--- config.mk ---
export PLATFORM = sky130hd
export DESIGN_NAME = rcr_regs
export DESIGN_NICKNAME = d
export VERILOG_FILES = /design/src/include/rcr_pkg.sv /design/src/include/rcr_cmp_if.sv /design/src/hdl/rcr_supply_cmp.sv /design/src/hdl/rcr_regs.sv
export SDC_FILE = /design/constraint.sdc
export NUM_CORES = 1
export LEC_CHECK = 0
export BUFFER_PORTS_ARGS = -buffer_cell sky130_fd_sc_hd__buf_2
export CAP_MARGIN = 20
export CORE_MARGIN = 2
export CORE_UTILIZATION = 50
export DETAILED_ROUTE_END_ITERATION = 12
export HOLD_SLACK_MARGIN = 0.03
export PLACE_DENSITY = 0.79
export SLEW_MARGIN = 20
export SYNTH_ARGS = -nofsm -noshare
export SYNTH_HDL_FRONTEND = slang
export SYNTH_HIERARCHICAL = 1
export SYNTH_SLANG_ARGS = --single-unit
--- constraint.sdc ---
create_clock -name pclk -period 2.7 [get_ports pclk]
set_input_delay 0.54 -clock pclk [delete_from_list [all_inputs] [get_ports pclk]]
set_output_delay 0.54 -clock pclk [all_outputs]
set_load 0.01 [all_outputs]
--- src/include/rcr_pkg.sv ---
package rcr_pkg;

   // ---------------------------------------------------------------
   // Register byte offsets
   // ---------------------------------------------------------------
   localparam logic [11:0] OFS_MAIN_SUPPLY_STATUS = 12'h428;
   localparam logic [11:0] OFS_POWER_DOWN_CONTROL = 12'h500;
   localparam logic [11:0] OFS_SUPPLY_DROP_CONFIG = 12'h510;
   localparam logic [11:0] OFS_IRQ_STATUS         = 12'h600;
   localparam logic [11:0] OFS_IRQ_MASK           = 12'h604;
   localparam logic [11:0] OFS_CMP_STATE          = 12'h608;
   localparam logic [11:0] OFS_MAIN_REG_SWITCH    = 12'h704;
   localparam logic [11:0] OFS_RADIO_REG_SWITCH   = 12'h904;
   localparam logic [11:0] OFS_HIGH_REG_SWITCH    = 12'hb00;

   // ---------------------------------------------------------------
   // Field positions and masks
   // ---------------------------------------------------------------
   localparam int          STATUS_HV_BIT = 0;
   localparam int          PD_BIT        = 0;
   localparam int          SW_EN_BIT     = 0;
   localparam int          CFG_EN_BIT    = 0;
   localparam int          CFG_NV_LSB    = 1;
   localparam int          CFG_NV_MSB    = 4;
   localparam int          CFG_HV_LSB    = 8;
   localparam int          CFG_HV_MSB    = 11;
   localparam logic [31:0] CFG_MASK      = 32'h00000f1f;
   localparam int          IRQ_WARN_BIT  = 0;
   localparam int          IRQ_MODE_BIT  = 1;
   localparam int          IRQ_W         = 2;
   localparam int          STATE_BELOW_BIT  = 0;
   localparam int          STATE_ACTIVE_BIT = 1;

   // ---------------------------------------------------------------
   // Reset values
   // ---------------------------------------------------------------
   localparam logic [31:0]      CFG_RST      = 32'h00000000;
   localparam logic             SW_EN_RST    = 1'h0;
   localparam logic [IRQ_W-1:0] IRQ_RST      = 2'h0;

   // ---------------------------------------------------------------
   // Comparator thresholds, in tenths of a volt
   // ---------------------------------------------------------------
   localparam int         SUP_W       = 7;
   localparam int         CODE_W      = 4;
   localparam int         EXT_LVL_W   = 4;
   localparam int         PIN_W       = SUP_W + 2;
   localparam logic [3:0] NV_CODE_MIN = 4'h6;
   localparam logic [6:0] NV_BASE_DV  = 7'h0d;
   localparam logic [6:0] HV_BASE_DV  = 7'h1b;

endpackage : rcr_pkg

--- src/include/rcr_cmp_if.sv ---
`timescale 1ns/10ps
interface rcr_cmp_if;
   import rcr_pkg::*;

   logic              enable;
   logic [CODE_W-1:0] nv_code;
   logic [CODE_W-1:0] hv_code;
   logic              hv_mode;
   logic              hf_run;
   logic              sys_off;
   logic [SUP_W-1:0]  supply;
   logic              below;
   logic              active;
   logic              warn;

   modport ctrl (output enable, nv_code, hv_code, hv_mode, hf_run, sys_off, supply,
                 input  below, active, warn);
   modport cmp  (input  enable, nv_code, hv_code, hv_mode, hf_run, sys_off, supply,
                 output below, active, warn);

endinterface : rcr_cmp_if

--- src/hdl/rcr_supply_cmp.sv ---
`timescale 1ns/10ps
module rcr_supply_cmp
   import rcr_pkg::*;
(
   input wire logic clk,
   input wire logic rst_n,
   rcr_cmp_if.cmp   cmp
);

   logic [CODE_W-1:0] nv_eff;
   logic [SUP_W-1:0]  thr_dv;
   logic              active;
   logic              below_now;
   logic              below_r;
   logic              active_r;
   logic              warn_r;

   // ---------------------------------------------------------------
   // Threshold selection and comparison
   // ---------------------------------------------------------------
   // Normal-mode codes under the lowest legal code act as that code.
   always_comb begin
      nv_eff = (cmp.nv_code < NV_CODE_MIN) ? NV_CODE_MIN : cmp.nv_code;
      if (cmp.hv_mode) begin
         thr_dv = SUP_W'({3'h0, cmp.hv_code}) + HV_BASE_DV;
      end else begin
         thr_dv = SUP_W'({3'h0, nv_eff}) + NV_BASE_DV;
      end
      active    = cmp.enable & cmp.hf_run & ~cmp.sys_off;
      below_now = active & (cmp.supply < thr_dv);
   end

   // ---------------------------------------------------------------
   // Warning event on entry into the below-threshold condition
   // ---------------------------------------------------------------
   // An edge on the gated condition also catches enabling while low and
   // raising the threshold above the present supply.
   always_ff @(posedge clk or negedge rst_n) begin
      if (!rst_n) begin
         below_r  <= 1'h0;
         active_r <= 1'h0;
         warn_r   <= 1'h0;
      end else begin
         below_r  <= below_now;
         active_r <= active;
         warn_r   <= below_now & ~below_r;
      end
   end

   assign cmp.below  = below_r;
   assign cmp.active = active_r;
   assign cmp.warn   = warn_r;

endmodule : rcr_supply_cmp

--- src/hdl/rcr_regs.sv ---
`timescale 1ns/10ps
module rcr_regs
   import rcr_pkg::*;
(
   input  wire logic                 pclk,
   input  wire logic                 presetn,
   input  wire logic                 psel,
   input  wire logic                 penable,
   input  wire logic                 pwrite,
   input  wire logic [11:0]          paddr,
   input  wire logic [31:0]          pwdata,
   input  wire logic [3:0]           pstrb,
   output logic      [31:0]          prdata,
   output logic                      pready,
   output logic                      pslverr,
   input  wire logic                 high_voltage_mode,
   input  wire logic                 high_freq_clock_running,
   input  wire logic [SUP_W-1:0]     supply_level,
   input  wire logic [EXT_LVL_W-1:0] external_supply_level_cfg,
   output logic                      main_regulator_switch_en,
   output logic                      radio_regulator_switch_en,
   output logic                      high_voltage_regulator_switch_en,
   output logic                      power_down_req,
   output logic                      supply_drop_warning_app,
   output logic                      supply_drop_warning_net,
   output logic                      nvm_write_block,
   output logic [EXT_LVL_W-1:0]      external_supply_level,
   output logic                      irq
);

   // ---------------------------------------------------------------
   // Pin synchronisers
   // ---------------------------------------------------------------
   logic [PIN_W-1:0] pin_s1_r;
   logic [PIN_W-1:0] pin_s2_r;
   logic [PIN_W-1:0] pin_s3_r;
   logic [PIN_W-1:0] pin_q_r;
   logic             hv_q;
   logic             hf_q;
   logic [SUP_W-1:0] sup_q;

   // The whole group moves together only when two stages agree, so the
   // comparator never sees a half-updated supply code.
   always_ff @(posedge pclk or negedge presetn) begin
      if (!presetn) begin
         pin_s1_r <= '0;
         pin_s2_r <= '0;
         pin_s3_r <= '0;
         pin_q_r  <= '0;
      end else begin
         pin_s1_r <= {high_voltage_mode, high_freq_clock_running, supply_level};
         pin_s2_r <= pin_s1_r;
         pin_s3_r <= pin_s2_r;
         if (pin_s2_r == pin_s3_r) begin
            pin_q_r <= pin_s3_r;
         end
      end
   end

   assign hv_q  = pin_q_r[PIN_W-1];
   assign hf_q  = pin_q_r[PIN_W-2];
   assign sup_q = pin_q_r[SUP_W-1:0];

   // ---------------------------------------------------------------
   // APB slave handshake
   // ---------------------------------------------------------------
   logic        pready_r;
   logic [31:0] prdata_r;
   logic        pslverr_r;
   logic        apb_acc;
   logic        apb_done;
   logic        wr_en;
   logic [31:0] rd_data;
   logic        addr_hit;
   logic [31:0] wmask;

   assign apb_acc  = psel & penable;
   assign apb_done = apb_acc & pready_r;
   assign wr_en    = apb_done & pwrite;
   assign wmask    = {{8{pstrb[3]}}, {8{pstrb[2]}}, {8{pstrb[1]}}, {8{pstrb[0]}}};

   // One wait state: data and error are registered in the first access
   // cycle and the transfer completes on the following edge.
   always_ff @(posedge pclk or negedge presetn) begin
      if (!presetn) begin
         pready_r <= 1'h0;
      end else if (pready_r) begin
         pready_r <= 1'h0;
      end else if (apb_acc) begin
         pready_r <= 1'h1;
      end
   end

   always_ff @(posedge pclk or negedge presetn) begin
      if (!presetn) begin
         prdata_r  <= 32'h00000000;
         pslverr_r <= 1'h0;
      end else if (apb_acc && !pready_r) begin
         prdata_r  <= pwrite ? 32'h00000000 : rd_data;
         pslverr_r <= ~addr_hit;
      end else if (apb_done) begin
         prdata_r  <= 32'h00000000;
         pslverr_r <= 1'h0;
      end
   end

   assign pready  = pready_r;
   assign prdata  = prdata_r;
   assign pslverr = pslverr_r;

   // ---------------------------------------------------------------
   // Retained configuration
   // ---------------------------------------------------------------
   logic [31:0] cfg_r;
   logic        main_sw_r;
   logic        radio_sw_r;
   logic        high_sw_r;
   logic        power_down_r;
   logic        hv_status_r;

   // Retained state is cleared only by the power-on reset.
   always_ff @(posedge pclk or negedge presetn) begin
      if (!presetn) begin
         cfg_r <= CFG_RST;
      end else if (wr_en && paddr == OFS_SUPPLY_DROP_CONFIG) begin
         cfg_r <= ((cfg_r & ~wmask) | (pwdata & wmask)) & CFG_MASK;
      end
   end

   always_ff @(posedge pclk or negedge presetn) begin
      if (!presetn) begin
         main_sw_r  <= SW_EN_RST;
         radio_sw_r <= SW_EN_RST;
         high_sw_r  <= SW_EN_RST;
      end else if (wr_en && pstrb[0]) begin
         if (paddr == OFS_MAIN_REG_SWITCH) begin
            main_sw_r <= pwdata[SW_EN_BIT];
         end
         if (paddr == OFS_RADIO_REG_SWITCH) begin
            radio_sw_r <= pwdata[SW_EN_BIT];
         end
         if (paddr == OFS_HIGH_REG_SWITCH) begin
            high_sw_r <= pwdata[SW_EN_BIT];
         end
      end
   end

   // Power-down request is sticky until the next reset.
   always_ff @(posedge pclk or negedge presetn) begin
      if (!presetn) begin
         power_down_r <= 1'h0;
      end else if (wr_en && pstrb[0] && paddr == OFS_POWER_DOWN_CONTROL && pwdata[PD_BIT]) begin
         power_down_r <= 1'h1;
      end
   end

   always_ff @(posedge pclk or negedge presetn) begin
      if (!presetn) begin
         hv_status_r <= 1'h0;
      end else begin
         hv_status_r <= hv_q;
      end
   end

   assign main_regulator_switch_en         = main_sw_r;
   assign radio_regulator_switch_en        = radio_sw_r;
   assign high_voltage_regulator_switch_en = high_sw_r;
   assign power_down_req                   = power_down_r;

   // ---------------------------------------------------------------
   // Supply-drop comparator
   // ---------------------------------------------------------------
   rcr_cmp_if cmp_bus ();

   assign cmp_bus.enable  = cfg_r[CFG_EN_BIT];
   assign cmp_bus.nv_code = cfg_r[CFG_NV_MSB:CFG_NV_LSB];
   assign cmp_bus.hv_code = cfg_r[CFG_HV_MSB:CFG_HV_LSB];
   assign cmp_bus.hv_mode = hv_status_r;
   assign cmp_bus.hf_run  = hf_q;
   assign cmp_bus.sys_off = power_down_r;
   assign cmp_bus.supply  = sup_q;

   rcr_supply_cmp u_cmp (
      .clk   (pclk),
      .rst_n (presetn),
      .cmp   (cmp_bus.cmp)
   );

   logic                 warn_app_r;
   logic                 warn_net_r;
   logic                 nvm_block_r;
   logic [EXT_LVL_W-1:0] ext_lvl_r;

   always_ff @(posedge pclk or negedge presetn) begin
      if (!presetn) begin
         warn_app_r  <= 1'h0;
         warn_net_r  <= 1'h0;
         nvm_block_r <= 1'h0;
      end else begin
         warn_app_r  <= cmp_bus.warn;
         warn_net_r  <= cmp_bus.warn;
         nvm_block_r <= cmp_bus.below;
      end
   end

   // Outside high voltage mode nothing is sourced, so the level reads zero.
   always_ff @(posedge pclk or negedge presetn) begin
      if (!presetn) begin
         ext_lvl_r <= '0;
      end else begin
         ext_lvl_r <= hv_status_r ? external_supply_level_cfg : '0;
      end
   end

   assign supply_drop_warning_app = warn_app_r;
   assign supply_drop_warning_net = warn_net_r;
   assign nvm_write_block         = nvm_block_r;
   assign external_supply_level   = ext_lvl_r;

   // ---------------------------------------------------------------
   // Interrupt status and mask
   // ---------------------------------------------------------------
   logic [IRQ_W-1:0] irq_stat_r;
   logic [IRQ_W-1:0] irq_stat_nxt;
   logic [IRQ_W-1:0] irq_mask_r;
   logic [IRQ_W-1:0] irq_set;
   logic [IRQ_W-1:0] irq_clr;
   logic             irq_r;

   // Only bits that were captured for the read are cleared, and a new
   // event in the clearing cycle still sets its bit.
   always_comb begin
      irq_set               = '0;
      irq_set[IRQ_WARN_BIT] = cmp_bus.warn;
      irq_set[IRQ_MODE_BIT] = hv_status_r ^ hv_q;
      irq_clr               = '0;
      if (apb_done && !pwrite && paddr == OFS_IRQ_STATUS) begin
         irq_clr = prdata_r[IRQ_W-1:0];
      end
      irq_stat_nxt = (irq_stat_r & ~irq_clr) | irq_set;
   end

   always_ff @(posedge pclk or negedge presetn) begin
      if (!presetn) begin
         irq_stat_r <= IRQ_RST;
      end else begin
         irq_stat_r <= irq_stat_nxt;
      end
   end

   always_ff @(posedge pclk or negedge presetn) begin
      if (!presetn) begin
         irq_mask_r <= IRQ_RST;
      end else if (wr_en && pstrb[0] && paddr == OFS_IRQ_MASK) begin
         irq_mask_r <= pwdata[IRQ_W-1:0];
      end
   end

   always_ff @(posedge pclk or negedge presetn) begin
      if (!presetn) begin
         irq_r <= 1'h0;
      end else begin
         irq_r <= |(irq_stat_r & irq_mask_r);
      end
   end

   assign irq = irq_r;

   // ---------------------------------------------------------------
   // Read multiplexer
   // ---------------------------------------------------------------
   always_comb begin
      rd_data  = 32'h00000000;
      addr_hit = 1'h1;
      case (paddr)
         OFS_MAIN_SUPPLY_STATUS: rd_data[STATUS_HV_BIT] = hv_status_r;
         OFS_POWER_DOWN_CONTROL: rd_data = 32'h00000000;
         OFS_SUPPLY_DROP_CONFIG: rd_data = cfg_r;
         OFS_IRQ_STATUS:         rd_data[IRQ_W-1:0] = irq_stat_r;
         OFS_IRQ_MASK:           rd_data[IRQ_W-1:0] = irq_mask_r;
         OFS_CMP_STATE: begin
            rd_data[STATE_BELOW_BIT]  = cmp_bus.below;
            rd_data[STATE_ACTIVE_BIT] = cmp_bus.active;
         end
         OFS_MAIN_REG_SWITCH:    rd_data[SW_EN_BIT] = main_sw_r;
         OFS_RADIO_REG_SWITCH:   rd_data[SW_EN_BIT] = radio_sw_r;
         OFS_HIGH_REG_SWITCH:    rd_data[SW_EN_BIT] = high_sw_r;
         default:                addr_hit = 1'h0;
      endcase
   end

endmodule : rcr_regs

==> results of run 1 <==
power groups by stage:
stage	Sequential [mW]	Combinational (mW)	Clock, mW
after floorplan	1.21	0.121	0
after global placement	1.22	0.172	0
after detailed placement	1.22	0.178	0
after CTS	1.20	0.179	0.919
after global routing	1.21	0.201	0.967
final	1.20	0.178	0.893
cells in the final DEF (no fill, tap or decap), drive strengths merged, types with 3 or more instances in the layout:
cell type	synthesis	routed
a22o	8	8
dfrtp	75	75
nor4	3	3
a21oi	5	5
o21ai	9	9
buf	26	66
xnor2	3	3
clkbuf	3	9
inv	7	10
nor2	9	9
conb	1	23
nand4	7	7
and2	5	5
nand3	5	5
and3b	3	3
nor3b	4	4
ha	7	7
nor3	7	7
nand2	11	11
nor4b	3	3
nor2b	5	5
mux2	22	22
xor2	10	10
worst min-delay path by stage:
stage	end	cells after the start	start
2_1_floorplan	asynchronous set/reset pin	0	presetn
3_3_place_gp	pin_s2_r[8]	0	pin_s1_r[8]
3_5_place_dp	pin_s2_r[5]	0	pin_s1_r[5]
4_1_cts	asynchronous set/reset pin	1	presetn
5_1_grt	asynchronous set/reset pin	1	presetn
6_report	asynchronous set/reset pin	1	presetn
worst max-delay path, cell delays in order (launching register included):
cell and delay (ps):
dfrtp_1 450, a21oi_1 210, nor2b_1 80, ha_1 190, xnor2_1 190, o21ai_0 130
ha_1 340, a211oi_2 220, o211ai_1 120, o221a_2 300, nor3_2 100
area by class of cell:
class / count / area (um2)
tap: 80 / 100.1
sequential: 75 / 1877
inverter: 7 / 26.28
multi-input combinational: 184 / 1376
clock buffer: 9 / 123.9
fill: 585 / 2783
clock inverter: 7 / 82.58
timing repair buffer: 66 / 350.3
metal layers:
layer,vias to the layer above,part of all wire (%)
met5,-,0
met4,0,2.2
met3,15,5.2
met2,85,48
met1,1107,45
li1,1089,-
logic make-up after synthesis:
kind of cell               Yosys count
buffers and inverters               36
adders and majority gates            7
and+or+nand+nor                     76
DFF                                 75
AOI/OAI and AO/OA                   41
muxes                               24
other                                1
xor gates and xnor gates            13
stage by stage:
| step | cell area, um2 | total power, mW | hold slack [ps] |
|---|---|---|---|
| CTS | 3936 | 2.298 | 154.8 |
| detailed placement | 3730 | 1.401 | 334.7 |
| floorplan | 3497 | 1.335 | 244.4 |
| global placement | 3730 | 1.392 | 331.3 |
| finish | 3936 | 2.271 | 159.3 |
| global route | 3936 | 2.373 | 191.3 |
==> metrics.yaml, run 1 <==
worst_setup_path:
  start_kind: "register"
  ff2ff_setup_slack_ps: 290
  cp.arrival_ps: 2680
  end_kind: "register"
  r2r_end: "u_cmp/cmp.warn"
  reg2regPathDepth: 10
  setup.worst_path.class: "register to register"
  crit_end: "u_cmp/cmp.warn"
  crit_fanout: 6
  worstPathRequired_ps: 2970
yosys:
  ys_types: 57
  synth-seq-area-share_pct: 54.97
  ys_ff_latch: 75
  synthCells: 273
  synth_flop_cell: "dfrtp_1"
  ys_warn_count: 6
  synthTopCellsByCount: "dfrtp_1 (75), buf_4 (24), mux2_2 (20)"
  synth_top_area_share_pct: 54.97
  synth.most_common_cell: "dfrtp_1"
  yosys.area_share.adder_pct: 2.565
  synth_mux_area_share_pct: 8.062
  synthTopCellsByArea: "dfrtp_1 (55%), mux2_2 (6.6%), buf_4 (5.3%)"
  yosys.area.top_type: "dfrtp_1"
  synth_compound_area_share_pct: 9.124
  avgSynthCellArea_um2: 12.51
  synth_edf_count: 0
  synthSimpleGateAreaFrac_pct: 14.69
  syn_area_mm2: 0.003415
  synthArstFlopShare_pct: 100.0
  synth_top_family_by_area: "simple AND/OR/NAND/NOR gates"
  synth_xor_area_share_pct: 3.335
placed_design:
  place_congestion: 0.9144
  placedCellCount: 412
  pre_cts_slack_ps: 345.6
  dpl.hpwl_um: 4648
  io_buffers: 63
final_layout:
  fin_nets: 416
  drive_gt1_share_pct: 33.33
  final_cells: 428
  area_growth_pct: 15.28
  antenna-diode-count: 0
  final_core_util_pct: 58.58
sta:
  tns_ps: 0
  slew_violations: 0
  slew_headroom_pct: 54.95
  fin_crit_sh_pct: 89.39
  fin_worst_skew_ps: 9.824
  final_hold_viol_count: 0
  finalSetupViolCount: 0
  max_clock_freq_mhz: 414.3
  worstMarginPinSlew_ps: 669.6
  grt_setup_unrepaired: "false"
  finalCriticalPeriod_ps: 2413
  worst_slack_ps: 286.6
cts:
  cts_hold_buf: 0
  clk_pin_slew_ps: 90
  cts_buffers: 9
  cts_tree: "built"
  htreeDepth: 3
  clk_latency_ps: 350
  post_cts_buffers: 0
  clkSinkCount: 75
  cts.path.max_buffers: 2
  cts_resized: 0
  cts_root_buf: "clkbuf_8"
routing:
  avgRoutedWirePerCell_um: 14.91
  wl_um: 6381
  antenna_left: 0
  num_vias: 2296
  drtPass1Iterations: 4
  drt_iter0_drc: 139
  via_per_inst: 5.364
  drc_errors: 0
power:
  switching_power_mw: 0.5890
  swShare_pct: 25.94
  p_int_mw: 1.682
  vdd_drop_max_uv: 393.4
  clkPwrFrac_pct: 39.3
  p_comb_share_pct: 7.8
  seqPwrFrac_pct: 52.8
  p_leak_nw: 1.957
  powerDensity_mw_per_mm2: 576.9
grt:
  grt.overflow.total: 0
  grt_pass1_wl_um: 10460
  use_met3_pct: 4.190
  grt_max_degree: 54
  grt.total_usage_pct: 18.21
  met2_usage_pct: 28.60
  antenna_found_initial: 0
  grt_pass1_vias: 2252
  gr-usage-met1_pct: 23.85
  grt-busiest-layer: "met2"
floorplanning:
  start_util_pct: 50.82
  io_pins: 112
  dieArea_mm2: 0.007506
  chipWidth_um: 86.64
  num_rows: 30
  die_y_um: 86.64
  core_area_mm2: 0.006719
hold_path:
  hp-class: "primary input to asynchronous set/reset pin"
flow_run:
  drv_cap: 0
run_status:
  outcome: "complete, no violations"
(Power assumes the default switching activity.)
==> inputs of run 2 (changes only) <==
--- a/config.mk
+++ b/config.mk
@@ -7,11 +7,13 @@
 export LEC_CHECK = 0
 export BUFFER_PORTS_ARGS = -buffer_cell sky130_fd_sc_hd__buf_2
 export CAP_MARGIN = 20
+export CELL_PAD_IN_SITES_DETAIL_PLACEMENT = 1
+export CELL_PAD_IN_SITES_GLOBAL_PLACEMENT = 1
 export CORE_MARGIN = 2
-export CORE_UTILIZATION = 50
+export CORE_UTILIZATION = 39
 export DETAILED_ROUTE_END_ITERATION = 12
 export HOLD_SLACK_MARGIN = 0.03
-export PLACE_DENSITY = 0.79
+export PLACE_DENSITY_LB_ADDON = 0.1
 export SLEW_MARGIN = 20
 export SYNTH_ARGS = -nofsm -noshare
 export SYNTH_HDL_FRONTEND = slang
==> metrics.yaml, run 2 (synthesized netlist as in run 1, its figures left out) <==
worst_setup_path:
  end_kind: "register"
  cp.arrival_ps: 2610
  max_stage_delay_ps: 430
  cp_num_buf_inv: 0
  critPathMostFrequentCell: "ha_1"
  slowest_stage: "dfrtp_1"
  crit_chain: "a21oi_1 -> nor2b_1 -> ha_1 -> xnor2_1 -> o21ai_0 -> ha_1 -> a211oi_2 -> o211ai_1 -> o221a_2 -> nor3_2"
  setup.worst_path.class: "register to register"
  cp_top_family: "compound AO/OA/AOI/OAI gates"
  worstPathRequired_ps: 2960
  crit_fanout: 5
  start_kind: "register"
grt:
  grt_max_degree: 76
  grt.overflow.total: 0
  grt.total_usage_pct: 15.57
  grt_pass1_vias: 2383
  antenna_found_initial: 0
  grt_pass1_wl_um: 11690
hold_path:
  holdCritStartpoint: "supply_level[0]"
  hp-class: "primary input to register"
sta:
  grt_setup_unrepaired: "false"
  final_hold_viol_count: 0
  finalSetupViolCount: 0
  fin_worst_skew_ps: 11.75
  max_clock_freq_mhz: 426.2
  slew_headroom_pct: 38.58
  finalCriticalPeriod_ps: 2346
  worstMarginPinSlew_ps: 921.2
  fin_crit_sh_pct: 86.90
  tns_ps: 0
  slew_violations: 0
routing:
  avgRoutedWirePerCell_um: 15.25
  drc_errors: 0
  wl_um: 6968
  via_per_inst: 4.972
  drt_iter0_drc: 90
  antenna_left: 0
  drtPass1Iterations: 4
  num_vias: 2272
final_layout:
  drive_gt1_share_pct: 33.52
  final_cell_mix: "dfrtp_1 (75), buf_2 (62), conb_1 (23), mux2_2 (20), nand2_1 (11)"
  final_core_util_pct: 46.19
  final_common_cell: "dfrtp_1"
  fin_area_mm2: 0.003969
  area_growth_pct: 16.23
  fin_nets: 417
  final_cells: 457
  antenna-diode-count: 0
cts:
  cts_hold_buf: 0
  cts_resized: 0
  post_cts_buffers: 0
  clkSinkCount: 75
  cts_root_buf: "clkbuf_8"
  cts.path.max_buffers: 2
  clk_pin_slew_ps: 90
  cts_tree: "built"
  htreeDepth: 3
  cts_buffers: 9
  clk_latency_ps: 340
run_status:
  outcome: "complete, no violations"
floorplanning:
  die_y_um: 97.57
  core_area_mm2: 0.008593
  io_pins: 112
  num_rows: 34
  chipWidth_um: 97.57
  start_util_pct: 39.74
  dieArea_mm2: 0.009520
placed_design:
  place_congestion: 0.7943
  placed_cell_area_mm2: 0.003762
  placedCellCount: 441
  dpl.hpwl_um: 5202
  io_buffers: 63
flow_run:
  drv_cap: 0
power:
  vdd_drop_max_uv: 344.6
  powerDensity_mw_per_mm2: 571.7
  p_leak_nw: 1.958
-- run 2: final timing paths --
check,slack (ps),cells past startpoint,endpoint
setup / recovery,350,10,u_cmp/cmp.warn
hold / removal,300,1,pin_s1_r[0]
setup reg to reg,350,10,u_cmp/cmp.warn
hold reg to reg,350,0,pin_s2_r[6]
max in group asynchronous,1780,1,pin_s3_r[7]
min in group asynchronous,320,1,high_voltage_regulator_switch_en
-- run 2: cell type report --
cell class	count	area (um2)
Clock buffer	9	123.9
Tap cell	108	135.1
Fill cell	954	4624
Inverter	7	26.28
Multi-Input combinational cell	184	1376
Clock inverter	7	82.58
Sequential cell	75	1877
Timing Repair Buffer	67	347.8
-- run 2: report_power, final --
part | internal, mW | switching (mW) | leakage (nW)
sequential | 1.17 | 0.0310 | 0.971
clock | 0.441 | 0.451 | 0.0984
combinational | 0.0723 | 0.106 | 0.889
-- run 2: per-layer routing --
layer	global-route usage (%)	share of wire (%)	vias to the layer above
met5	0	0	-
met4	4.594	0.98	0
met3	4.532	4.7	7
met2	25.52	50	62
met1	20.11	45	1120
li1	-	-	1083
-- run 2: per-stage QoR --
stage               power, mW  hold WS (ps)  worst slack (ps)
floorplan               1.335         244.4             654.6
global placement        1.398         331.7             371.3
detailed placement      1.404         336.3             365.5
CTS                     2.308         272.5             351.6
global route            2.375         266.7             127.9
finish                  2.269         295.1             353.8
==> inputs of run 3 (changes only) <==
--- a/config.mk
+++ b/config.mk
@@ -12,8 +12,9 @@
 export CORE_MARGIN = 2
 export CORE_UTILIZATION = 39
 export DETAILED_ROUTE_END_ITERATION = 12
+export GPL_TIMING_DRIVEN = 0
 export HOLD_SLACK_MARGIN = 0.03
-export PLACE_DENSITY_LB_ADDON = 0.1
+export PLACE_DENSITY_LB_ADDON = 0.2
 export SLEW_MARGIN = 20
 export SYNTH_ARGS = -nofsm -noshare
 export SYNTH_HDL_FRONTEND = slang
==> metrics.yaml, run 3 (synthesized netlist as in run 1, its figures left out) <==
placed_design:
  io_buffers: 61
  placedCellCount: 465
  placed_cell_area_mm2: 0.003960
  pre_cts_slack_ps: 273.0
  place_congestion: 0.8160
  dpl.hpwl_um: 5392
worst_setup_path:
  critPathMostFrequentCell: "ha_1"
  crit_chain: "a21oi_1 -> nor2b_1 -> ha_1 -> xnor2_1 -> o21ai_0 -> ha_1 -> nand2_1 -> nor4b_1 -> o221a_2 -> nor3_2"
  cp.arrival_ps: 2610
  crit_fanout: 5
  end_kind: "register"
  worstPathRequired_ps: 2930
  start_kind: "register"
  setup.worst_path.class: "register to register"
  max_stage_delay_ps: 430
  slowest_stage: "dfrtp_1"
cts:
  cts_root_buf: "clkbuf_8"
  cts_tree: "built"
  cts.path.max_buffers: 2
  cts_buffers: 9
  cts_hold_buf: 0
  clk_pin_slew_ps: 90
  htreeDepth: 3
  clk_latency_ps: 350
  cts_resized: 0
  post_cts_buffers: 0
  clkSinkCount: 75
grt:
  gr-usage-met1_pct: 20.32
  grt_pass1_vias: 2372
  grt.total_usage_pct: 15.71
  grt-busiest-layer: "met2"
  antenna_found_initial: 0
  use_met3_pct: 4.245
  grt_max_degree: 42
  met2_usage_pct: 26.31
  grt.overflow.total: 0
  grt_pass1_wl_um: 11930
routing:
  drt_iter0_drc: 65
  wl_um: 7177
  via_per_inst: 4.842
  drc_errors: 0
  antenna_left: 0
  drtPass1Iterations: 6
  avgRoutedWirePerCell_um: 14.92
  num_vias: 2329
sta:
  worst_slack_ps: 316.1
  slew_violations: 0
  finalCriticalPeriod_ps: 2384
  whs_ps: 146.8
  slew_headroom_pct: 53.13
  finalSetupViolCount: 0
  fin_worst_skew_ps: 13.41
  max_clock_freq_mhz: 419.5
  worstMarginPinSlew_ps: 696.6
  fin_crit_sh_pct: 88.29
  final_hold_viol_count: 0
  grt_setup_unrepaired: "false"
  tns_ps: 0
final_layout:
  final_cell_mix: "dfrtp_1 (75), buf_2 (61), buf_4 (25), conb_1 (23), mux2_2 (20)"
  fin_nets: 441
  fill_cells: 962
  drive_gt1_share_pct: 37.27
  multiInputGateArea_mm2: 0.001376
  regArea_mm2: 0.001877
  fin_area_mm2: 0.004174
  final_common_cell: "dfrtp_1"
  final_core_util_pct: 48.57
  area_growth_pct: 22.24
  antenna-diode-count: 0
  final_cells: 481
power:
  switching_power_mw: 0.6135
  p_int_mw: 1.718
  clkPwrFrac_pct: 39.5
  seqPwrFrac_pct: 51.4
  total_power_mw: 2.332
  p_comb_share_pct: 9.1
  swShare_pct: 26.31
  p_leak_nw: 2.101
  vdd_drop_max_uv: 320.9
  powerDensity_mw_per_mm2: 558.6
floorplanning:
  start_util_pct: 39.74
  chipWidth_um: 97.57
  die_y_um: 97.57
  dieArea_mm2: 0.009520
  io_pins: 112
  core_area_mm2: 0.008593
  num_rows: 34
flow_run:
  drv_cap: 0
run_status:
  outcome: "complete, no violations"
hold_path:
  hp-class: "primary input to asynchronous set/reset pin"
## run 3: routing by layer
layer | part of all wire, % | wire length, um | up-vias
met5 | 0 | 0 | -
met4 | 0 | 0 | 0
met3 | 4.2 | 300 | 0
met2 | 53 | 3786 | 54
met1 | 43 | 3090 | 1140
li1 | - | - | 1135
## run 3: cell type report
class,instances,area share (%)
flip-flops and latches,75,44.96
multi-input cells,184,32.97
repair buffers,62,7.854
plain buffers,29,5.216
well taps,108,3.237
clock buffers,9,2.968
clock inverters,7,2.158
inverters,7,0.6295
## run 3: worst paths after layout
kind                                      start         endpoint  slack [ps]  cells past startpoint
worst min register to register      pin_s1_r[3]      pin_s2_r[3]         350                      0
worst max-delay path                   register   u_cmp/cmp.warn         320                     10
worst min-delay path                    presetn       pin_q_r[3]         150                      1
worst max register to register         register   u_cmp/cmp.warn         320                     10
min in group pclk               supply_level[4]      pin_s1_r[4]         290                      1
max in group asynchronous               presetn  u_cmp/cmp.below        1990                      2
## run 3: worst max-delay path: cells and delay by family (launching register included)
kind	cells	cell delay, ps
compound gates	3	630
xor+xnor	1	180
fa+ha+maj	2	520
flops	1	430
simple gates	4	500
## run 3: power groups by stage
stage / combinational, mW / sequential (mW) / clock (mW)
global route: 0.240 / 1.20 / 1.01
detailed placement: 0.214 / 1.22 / 0
floorplan: 0.121 / 1.21 / 0
CTS: 0.216 / 1.20 / 0.949
finish: 0.213 / 1.20 / 0.920
global placement: 0.206 / 1.22 / 0
